## config.mk

```make
export PLATFORM = sky130hd
export DESIGN_NAME = ar_timer
export DESIGN_NICKNAME = d
export VERILOG_FILES = /design/src/design/ar_timer_pkg.sv /design/src/design/ar_timer.sv
export SDC_FILE = /design/constraint.sdc
export NUM_CORES = 1
export LEC_CHECK = 0
export ABC_AREA = 0
export BUFFER_PORTS_ARGS = -buffer_cell sky130_fd_sc_hd__buf_2
export CAP_MARGIN = 20
export CORE_UTILIZATION = 57
export CTS_BUF_LIST = sky130_fd_sc_hd__clkbuf_8
export DETAILED_ROUTE_END_ITERATION = 8
export PLACE_DENSITY = 0.91
export SLEW_MARGIN = 10
export SYNTH_ARGS = -nofsm -noshare
export SYNTH_HDL_FRONTEND = slang
export SYNTH_SLANG_ARGS = --single-unit
```

## constraint.sdc

```tcl
create_clock -name core_clk -period 3.5 [get_ports core_clk]
set_input_delay 0.875 -clock core_clk [delete_from_list [all_inputs] [get_ports core_clk]]
set_output_delay 0.875 -clock core_clk [all_outputs]
set_load 0.01 [all_outputs]
```

## src/design/ar_timer_pkg.sv

```systemverilog
// package for the auto-reload pwm/capture timer: register offsets, fields, reset values, modes
// assumes a 32-bit apb slave with byte addresses equal to the printed offsets times four
package ar_timer_pkg;
   // printed offsets are register indices; byte address is index times four
   localparam logic [7:0]  IDX_MODE_CONTROL  = 8'hd5;
   localparam logic [7:0]  IDX_STATUS_FLAGS  = 8'hd6;
   localparam logic [7:0]  IDX_SOURCE_EDGE   = 8'hd7;
   localparam logic [7:0]  IDX_RELOAD_CAPT   = 8'hd9;
   localparam logic [7:0]  IDX_COMPARE       = 8'hda;
   localparam logic [7:0]  IDX_LOAD_VALUE    = 8'hdb;
   localparam logic [7:0]  IDX_PRESCALER     = 8'hdc;
   localparam int          ADDR_LSB          = 2;
   // mode control fields
   localparam int          MC_LOAD_TRIGGER   = 7;
   localparam int          MC_COUNT_ENABLE   = 6;
   localparam int          MC_OUTPUT_ENABLE  = 5;
   localparam int          MC_EDGE_IRQ_EN    = 4;
   localparam int          MC_COMPARE_IRQ_EN = 3;
   localparam int          MC_OVERFLOW_IRQ_EN = 2;
   localparam logic [7:0]  MC_RESET          = 8'h00;
   localparam logic [7:0]  MC_WRITE_MASK     = 8'h7f;
   // status flag fields
   localparam int          SF_EDGE           = 2;
   localparam int          SF_COMPARE        = 1;
   localparam int          SF_OVERFLOW       = 0;
   localparam logic [7:0]  SE_RESET          = 8'h00;
   localparam logic [7:0]  SE_WRITE_MASK     = 8'hef;
   localparam logic [7:0]  CNT_ALL_ONES      = 8'hff;
   // divide-by-three pre-divider for the internal clock source
   localparam logic [1:0]  DIV3_LAST         = 2'h2;

   typedef enum logic [1:0] {
      MODE_AUTO_RELOAD  = 2'b00,
      MODE_CAPTURE      = 2'b01,
      MODE_CAPTURE_RST  = 2'b10,
      MODE_EXT_LOAD     = 2'b11
   } timer_mode_e;

   typedef enum logic [1:0] {
      SRC_INTERNAL = 2'b00,
      SRC_INT_DIV3 = 2'b01,
      SRC_PIN      = 2'b10,
      SRC_RESERVED = 2'b11
   } clock_source_e;

   // apb request carried as one bundle
   typedef struct packed {
      logic        psel;
      logic        penable;
      logic        pwrite;
      logic [11:0] paddr;
      logic [31:0] pwdata;
   } apb_req_s;

   // source/edge configuration layout
   typedef struct packed {
      logic [2:0]    divider_sel;
      logic          reserved;
      logic          edge_polarity;
      logic          edge_detect_on;
      clock_source_e clock_source;
   } source_edge_s;
endpackage : ar_timer_pkg
```

## src/design/ar_timer.sv

```systemverilog
// auto-reload pwm / capture 8-bit timer with 7-bit prescaler, apb register slave
// assumes timer_input_pin is synchronous to core_clk; one clock domain only
// Contract
// - counter increments on each prescaler output tick while counting enabled
// - auto-reload: overflow reloads counter from reload value, output pin goes high
// - any mode: counter equal to compare drives output low, sets compare flag
// - overflow sets sticky overflow flag; request when its enable set
// - compare match sets sticky compare flag; request when its enable set
// - capture: active input edge copies counter, sets edge flag, may request
// - capture-with-reset also clears counter and prescaler on each capture
// - external-load mode: active edge loads reload value, running or not
// - mode bits 1:0 select auto-reload, capture, capture-reset, external load
// - every counter load clears the prescaler in the same cycle
// - load trigger bit 7 loads reload value, clears prescaler, reads zero
// - count enable bit 6 runs timer; clear freezes prescaler and counter
// - output enable bit 5 gates the pwm waveform onto the output pin
// - each irq enable requests only while enable and its flag both set
// - status flags read normally; write zero clears, write one keeps
// - overflow flag set when a count tick finds the counter at all ones
// - writing 06h clears only overflow flag; other pending flags stay latched
// - mode control clears to 00h on reset, timer disabled
// - three-bit divider select gives ratios 1 through 128
// - clock source select: internal, internal divided by three, pin; 11 reserved
// - edge detect enable gates edges; polarity bit picks rising or falling
//
// The APB slave port was left to the implementer.
`timescale 1ns/1ps
module ar_timer
   import ar_timer_pkg::*;
#(
   parameter int CNT_W = 8,
   parameter int PSC_W = 7
) (
   input  wire logic        core_clk,
   input  wire logic        rst_b,
   input  wire logic        psel,
   input  wire logic        penable,
   input  wire logic        pwrite,
   input  wire logic [11:0] paddr,
   input  wire logic [31:0] pwdata,
   output logic      [31:0] prdata,
   output logic             pready,
   output logic             pslverr,
   input  wire logic        timer_input_pin,
   output logic             timer_output_pin,
   output logic             irq_req
);
   // the register map and field positions are fixed at eight and seven bits
   initial begin
      if (CNT_W != 8 || PSC_W != 7) $error("ar_timer supports only an 8-bit counter and 7-bit prescaler");
   end

   apb_req_s           req;
   logic [7:0]         mode_control_ff;
   logic [2:0]         status_flags_ff;
   source_edge_s       source_edge_config_ff;
   logic [7:0]         reload_capture_value_ff;
   logic [7:0]         compare_value_ff;
   logic [7:0]         counter_value_ff;
   logic [PSC_W-1:0]   prescaler_count_ff;
   logic [1:0]         div3_ff;
   logic               pin_prev_ff;
   logic               pwm_level_ff;
   logic               out_pin_ff;
   logic               wr_en;
   logic               rd_en;
   logic [9:0]         reg_idx;
   logic               addr_hit;
   logic               src_tick;
   logic               psc_tick;
   logic               count_tick;
   logic               active_edge;
   logic               overflow_evt;
   logic               compare_evt;
   logic               capture_evt;
   logic               ext_load_evt;
   logic               sw_load_trig;
   logic               sw_load_reg;
   logic               any_load;
   logic [7:0]         nxt_counter;
   logic [2:0]         keep;
   timer_mode_e        mode;

   assign req     = '{psel: psel, penable: penable, pwrite: pwrite, paddr: paddr, pwdata: pwdata};
   assign mode    = timer_mode_e'(mode_control_ff[1:0]);
   assign reg_idx = req.paddr[11:ADDR_LSB];

   // zero-wait apb slave: every access completes in its first access cycle
   assign pready   = req.psel & req.penable;
   assign addr_hit = reg_idx[9:8] == 2'h0 &&
                     (reg_idx[7:0] == IDX_MODE_CONTROL || reg_idx[7:0] == IDX_STATUS_FLAGS ||
                      reg_idx[7:0] == IDX_SOURCE_EDGE  || reg_idx[7:0] == IDX_RELOAD_CAPT  ||
                      reg_idx[7:0] == IDX_COMPARE      || reg_idx[7:0] == IDX_LOAD_VALUE   ||
                      reg_idx[7:0] == IDX_PRESCALER);
   assign pslverr  = pready & ~addr_hit;
   assign wr_en    = pready & req.pwrite & addr_hit;
   // read data fetched in setup so it stands when pready is high; it is one cycle old
   assign rd_en    = req.psel & ~req.penable & ~req.pwrite & addr_hit;

   // read mux registered into prdata; load trigger always reads zero
   always_ff @(posedge core_clk or negedge rst_b) begin
      if (!rst_b) begin
         prdata <= 32'h0000_0000;
      end else if (rd_en) begin
         unique case (reg_idx[7:0])
            IDX_MODE_CONTROL: prdata <= {24'h00_0000, 1'b0, mode_control_ff[6:0]};
            IDX_STATUS_FLAGS: prdata <= {29'h0000_0000, status_flags_ff};
            IDX_SOURCE_EDGE:  prdata <= {24'h00_0000, source_edge_config_ff};
            IDX_RELOAD_CAPT:  prdata <= {24'h00_0000, reload_capture_value_ff};
            IDX_COMPARE:      prdata <= {24'h00_0000, compare_value_ff};
            IDX_LOAD_VALUE:   prdata <= {24'h00_0000, counter_value_ff};
            IDX_PRESCALER:    prdata <= {25'h000_0000, prescaler_count_ff};
            default:          prdata <= 32'h0000_0000;
         endcase
      end
   end

   // mode control register; load trigger bit is never stored
   always_ff @(posedge core_clk or negedge rst_b) begin
      if (!rst_b) begin
         mode_control_ff <= MC_RESET;
      end else if (wr_en && reg_idx[7:0] == IDX_MODE_CONTROL) begin
         mode_control_ff <= req.pwdata[7:0] & MC_WRITE_MASK;
      end
   end

   // clock source / edge / divider configuration; reserved bit kept zero
   always_ff @(posedge core_clk or negedge rst_b) begin
      if (!rst_b) begin
         source_edge_config_ff <= source_edge_s'(SE_RESET);
      end else if (wr_en && reg_idx[7:0] == IDX_SOURCE_EDGE) begin
         source_edge_config_ff <= source_edge_s'(req.pwdata[7:0] & SE_WRITE_MASK);
      end
   end

   // compare register
   always_ff @(posedge core_clk or negedge rst_b) begin
      if (!rst_b) begin
         compare_value_ff <= 8'h00;
      end else if (wr_en && reg_idx[7:0] == IDX_COMPARE) begin
         compare_value_ff <= req.pwdata[7:0];
      end
   end

   // input edge detect on the synchronous pin
   always_ff @(posedge core_clk or negedge rst_b) begin
      if (!rst_b) begin
         pin_prev_ff <= 1'b0;
      end else begin
         pin_prev_ff <= timer_input_pin;
      end
   end

   // polarity 0 rising, 1 falling; nothing when detection is off
   assign active_edge = source_edge_config_ff.edge_detect_on &&
                        (source_edge_config_ff.edge_polarity ? (pin_prev_ff & ~timer_input_pin)
                                                             : (~pin_prev_ff & timer_input_pin));

   // internal clock divided by three, as a one-cycle enable
   always_ff @(posedge core_clk or negedge rst_b) begin
      if (!rst_b) begin
         div3_ff <= 2'h0;
      end else begin
         div3_ff <= (div3_ff == DIV3_LAST) ? 2'h0 : div3_ff + 2'h1;
      end
   end

   // source multiplexer; reserved code gives no ticks
   always_comb begin
      unique case (source_edge_config_ff.clock_source)
         SRC_INTERNAL: src_tick = 1'b1;
         SRC_INT_DIV3: src_tick = (div3_ff == DIV3_LAST);
         SRC_PIN:      src_tick = ~pin_prev_ff & timer_input_pin;
         default:      src_tick = 1'b0;
      endcase
   end

   // prescaler tap n ticks when the low n bits wrap to zero (ratio 2^n)
   always_comb begin
      logic [PSC_W:0] mask;
      mask     = (8'h01 << source_edge_config_ff.divider_sel) - 8'h01;
      psc_tick = src_tick && ((prescaler_count_ff & mask[PSC_W-1:0]) == mask[PSC_W-1:0]);
   end

   assign count_tick   = mode_control_ff[MC_COUNT_ENABLE] & psc_tick;
   assign sw_load_trig = wr_en && reg_idx[7:0] == IDX_MODE_CONTROL && req.pwdata[MC_LOAD_TRIGGER];
   assign sw_load_reg  = wr_en && reg_idx[7:0] == IDX_LOAD_VALUE;
   assign capture_evt  = active_edge && (mode == MODE_CAPTURE || mode == MODE_CAPTURE_RST);
   assign ext_load_evt = active_edge && mode == MODE_EXT_LOAD;
   assign overflow_evt = count_tick && counter_value_ff == CNT_ALL_ONES;
   assign any_load     = sw_load_trig | sw_load_reg | ext_load_evt |
                         (capture_evt && mode == MODE_CAPTURE_RST) |
                         (overflow_evt && mode == MODE_AUTO_RELOAD);

   // prescaler: frozen while disabled, cleared by any counter load
   always_ff @(posedge core_clk or negedge rst_b) begin
      if (!rst_b) begin
         prescaler_count_ff <= '0;
      end else if (any_load) begin
         prescaler_count_ff <= '0;
      end else if (mode_control_ff[MC_COUNT_ENABLE] && src_tick) begin
         prescaler_count_ff <= prescaler_count_ff + 1'b1;
      end
   end

   // counter next value; a core write outranks hardware loads
   always_comb begin
      nxt_counter = counter_value_ff;
      if (sw_load_reg) begin
         nxt_counter = req.pwdata[7:0];
      end else if (sw_load_trig || ext_load_evt) begin
         nxt_counter = reload_capture_value_ff;
      end else if (capture_evt && mode == MODE_CAPTURE_RST) begin
         nxt_counter = 8'h00;
      end else if (overflow_evt && mode == MODE_AUTO_RELOAD) begin
         nxt_counter = reload_capture_value_ff;
      end else if (count_tick) begin
         nxt_counter = counter_value_ff + 8'h01;
      end
   end

   always_ff @(posedge core_clk or negedge rst_b) begin
      if (!rst_b) begin
         counter_value_ff <= 8'h00;
      end else begin
         counter_value_ff <= nxt_counter;
      end
   end

   // reload/capture register: capture beats a core write in the same cycle
   always_ff @(posedge core_clk or negedge rst_b) begin
      if (!rst_b) begin
         reload_capture_value_ff <= 8'h00;
      end else if (capture_evt) begin
         reload_capture_value_ff <= counter_value_ff;
      end else if (wr_en && reg_idx[7:0] == IDX_RELOAD_CAPT) begin
         reload_capture_value_ff <= req.pwdata[7:0];
      end
   end

   // compare is checked on the next count, one event per arrival at the value
   assign compare_evt = (nxt_counter != counter_value_ff) && nxt_counter == compare_value_ff;

   // status write keeps only the flags written as one
   assign keep = (wr_en && reg_idx[7:0] == IDX_STATUS_FLAGS) ? req.pwdata[2:0] : 3'h7;

   // status flags: write-zero clears, hardware set wins over a clear in the same cycle
   always_ff @(posedge core_clk or negedge rst_b) begin
      if (!rst_b) begin
         status_flags_ff <= 3'h0;
      end else begin
         status_flags_ff[SF_OVERFLOW] <= overflow_evt | (status_flags_ff[SF_OVERFLOW] & keep[SF_OVERFLOW]);
         status_flags_ff[SF_COMPARE]  <= compare_evt  | (status_flags_ff[SF_COMPARE] & keep[SF_COMPARE]);
         status_flags_ff[SF_EDGE]     <= active_edge  | (status_flags_ff[SF_EDGE] & keep[SF_EDGE]);
      end
   end

   // pwm level: overflow sets, compare match clears (clear wins if both)
   always_ff @(posedge core_clk or negedge rst_b) begin
      if (!rst_b) begin
         pwm_level_ff <= 1'b0;
      end else if (compare_evt) begin
         pwm_level_ff <= 1'b0;
      end else if (overflow_evt) begin
         pwm_level_ff <= 1'b1;
      end
   end

   // output pin registered so that it is glitch free; low while disabled
   always_ff @(posedge core_clk or negedge rst_b) begin
      if (!rst_b) begin
         out_pin_ff <= 1'b0;
      end else begin
         out_pin_ff <= mode_control_ff[MC_OUTPUT_ENABLE] & pwm_level_ff;
      end
   end
   assign timer_output_pin = out_pin_ff;

   // one level request for all three sources
   assign irq_req = (mode_control_ff[MC_EDGE_IRQ_EN] & status_flags_ff[SF_EDGE]) |
                    (mode_control_ff[MC_COMPARE_IRQ_EN] & status_flags_ff[SF_COMPARE]) |
                    (mode_control_ff[MC_OVERFLOW_IRQ_EN] & status_flags_ff[SF_OVERFLOW]);
endmodule : ar_timer

```

==> qor.txt <==
Post-Place Worst Slack = -447 ps
placed insts = 647
status = finished with violations
Int Pwr = 1120 uW
clock-pin slew on the worst setup and hold paths = 70 ps
largest net degree at the start of global routing = 39
initial core utilization = 0.585
Slew @ Worst Pin = 676 ps
Post-DRT Antenna Nets = 0
class of the worst hold path = reg -> reg
Comb pwr share = 0.113
Async S/R FF share, synth = 1.00
sequential area share after synthesis = 0.361
Final WS setup = -42.8 ps
Fin Setup TNS = -53.5 ps
Pleak = 0.00248 uW
number of I/O port buffers = 35
TritonCTS Buffers = 9
Iteration-0 DRC Markers = 443
Crit Path Max Fanout = 6
Nets = 620
clk root buf = clkbuf_8
first-pass GRT wire length = 20700 microns
Setup Skew = 7.41 ps
reg2reg end = status_flags_ff[1]$_DFF_PN0_
Clk network pwr share = 0.408
filler cell count = 561
die height = 88.1 microns
Peak VDD IR = 0.000315 V
compound-gate portion of the synthesized area = 0.207
mapped cell area = 0.00422 sq mm
Worst setup SP type = input port
largest family of logic cells by synthesized area = simple AND/OR/NAND/NOR gates
crit path DAT = 3760 ps
fraction of synthesized area in multiplexers = 0.0853
Reg2Reg Launch Point = pin_prev_ff$_DFF_PN0_
max cap viols = 0
clock sink count = 61
xor/xnor share of the synthesized area = 0.0249
critical path class = in -> reg
Worst Hold End = div3_ff[0]$_DFF_PN0_
TritonCTS clock tree = done
antenna violations before repair = 0
fin crit period = 3540 ps
hold path depth = 1
GRT overflow = 0
Gate Count Post-Synth = 456
number of remaining DRC errors = 0
total number of vias = 4276
Crit. End Element = flip-flop
Synth Area in Adders = 0.0148
All-Layer GR Usage = 0.366
simple-gate area share of the yosys netlist = 0.231
post-synth cell types = 78
YS warnings = 0
hold path start = div3_ff[0]$_DFF_PN0_
# rows = 31
layout cells sized above 1 = 0.332
vias in the first global route = 4034
Synth Flop Type = dfrtp_1
Worst slew margin = 0.547
Clock Latency Late Sink = 340 ps
DR pass1 iterations = 8
part of the power in registers = 0.479
Syn Area/Cell = 9.26 sq um
final WL = 13600 microns
Antenna Diode Count = 0
number of vias per cell = 6.39
Layout Cells excl Fill = 669
power density cells = 297 mW/mm^2
H-tree Lvls = 3
f_max = 282 MHz
Area growth syn-to-layout = 24.3%
reg2reg setup slack = 170 ps
I/O pin total = 86
#FFs+latches synth = 61
failing checks = negative setup slack
Routed wire per std cell = 20.3 microns
endpoints failing setup = 2
EDFF count, synth = 0
worst path required time = 3720 ps
routability cong. = 0.979
Pins Over Slew Limit = 0
Max Root-Sink Buffers = 2
Reg2Reg Depth = 12
hold buffer count at CTS = 0
Horiz. Die Dim = 88.1 microns
sw frac = 0.278
final hold vios = 0
fin crit share = 1.01
Core Footprint = 0.00721 sq mm
die area = 0.00776 sq mm
Net Sw Power = 433 uW
DP Wirelength = 10200 microns
unrepaired setup endpoints after global routing = yes
routing by layer:
| layer | share of wire | routed length, microns | vias to the layer above | GRT usage |
|---|---|---|---|---|
| met4 | 0.039 | 528 | 0 | 0.141 |
| met5 | 0 | 0 | - | 0 |
| met2 | 0.47 | 6400 | 283 | 0.602 |
| li1 | - | - | 1888 | - |
| met1 | 0.39 | 5310 | 2054 | 0.464 |
| met3 | 0.098 | 1330 | 51 | 0.0924 |
sequential cells by signal (all words and copies together) (netlist names):
register                 count
pwm_level_ff                 1
pin_prev_ff                  1
compare_value_ff             8
prdata                       8
counter_value_ff             8
source_edge_config_ff        7
prescaler_count_ff           7
mode_control_ff              7
status_flags_ff              3
timer_output_pin             1
reload_capture_value_ff      8
div3_ff                      2
power by group through the flow:
| stage | Clock, uW | Combinational, uW | Sequential [uW] |
|---|---|---|---|
| 6_report | 635 | 176 | 746 |
| 5_1_grt | 675 | 191 | 747 |
| 4_1_cts | 640 | 172 | 744 |
| 3_5_place_dp | 0 | 167 | 758 |
| 3_3_place_gp | 0 | 162 | 756 |
| 2_1_floorplan | 0 | 110 | 747 |
kinds of logic after synthesis:
family,Yosys count
AOI/OAI and AO/OA,114
xor gates and xnor gates,12
adders and majority gates,5
buffers and inverters,58
DFF,61
muxes,33
other,1
and+or+nand+nor,172
worst max path at each step:
stage                          startpoint                      endpoint  slack [ps]  cells after the start
after floorplan           timer_input_pin  status_flags_ff[1]$_DFF_PN0_           5                     11
after global placement    timer_input_pin      pwm_level_ff$_DFFE_PN0P_        -480                     13
after detailed placement  timer_input_pin      pwm_level_ff$_DFFE_PN0P_        -450                     13
after CTS                 timer_input_pin  status_flags_ff[1]$_DFF_PN0_           1                     14
after global routing      timer_input_pin  status_flags_ff[1]$_DFF_PN0_        -120                     13
final                     timer_input_pin  status_flags_ff[1]$_DFF_PN0_         -40                     13
what timing repair did:
item	4_1_cts	5_1_grt
pin swaps	12	1
cloned	1	0
resized for setup	11	4
setup endpoints to repair	2	2
setup buffers	4	1
endpoints found under the hold margin	0	0
synth_stat cells, types with 8 or more instances:
cell type / count / share of area
nand3_1: 13 / 0.015
dfrtp_1: 61 / 0.36
a21oi_1: 29 / 0.034
xor2_1: 8 / 0.017
and2_1: 8 / 0.012
nor2_1: 32 / 0.028
clkbuf_1: 15 / 0.013
buf_4: 24 / 0.043
nand2_1: 39 / 0.035
a222oi_1: 12 / 0.028
and3_1: 8 / 0.012
nand4_1: 14 / 0.021
mux2i_1: 9 / 0.021
o21ai_0: 15 / 0.018
nor3_1: 8 / 0.0095
inv_1: 15 / 0.013
mux2_2: 24 / 0.064
layout make-up:
type / instances / area [sq um] / area share
Clock buffer: 9 / 124 / 0.0236
Sequential cell: 61 / 1530 / 0.291
Tap cell: 99 / 124 / 0.0236
Multi-Input combinational cell: 361 / 2530 / 0.481
Timing Repair Buffer: 117 / 816 / 0.155
Clock inverter: 7 / 75.1 / 0.0143
Inverter: 15 / 56.3 / 0.0107
critical path: stages:
cell and delay (ps):
buf_2 100, or3b_4 390, a221oi_4 360, buf_4 190, nand3b_4 130, o31a_1 330
nor2_2 180, nor3_1 70, or4_4 550, a211oi_2 180, a211oi_2 90, buf_4 160
nand2b_1 150
stage by stage:
step                      power, uW   util  instance area [sq um]  hold slack (ps)
after floorplan                 857      -                   4310              402
after global placement          917  0.687                   4950              415
after detailed placement        925  0.687                   4950              443
after CTS                      1560  0.724                   5230              450
after global routing           1610  0.727                   5250              477
final                          1560  0.727                   5250              455
layout by cell type, fill, tap and decap left out, drive strengths merged, types with 4 or more instances in the layout:
cell	synthesis	routed
dfrtp	61	61
mux2	24	24
a21oi	29	29
nor3	9	9
ha	5	5
nand3	14	14
nand2b	5	5
nand2	39	39
a31oi	8	8
nor4	6	6
a22oi	5	5
nor2	33	33
a21o	6	6
inv	15	16
and3	8	8
clkbuf	15	9
and2	9	9
buf	28	117
conb	1	24
or2	4	4
a222oi	12	12
mux2i	9	9
o21ai	17	17
nand4	14	14
xnor2	4	4
a21boi	5	5
xor2	8	8
nand3b	7	7
(Power assumes the default switching activity.)
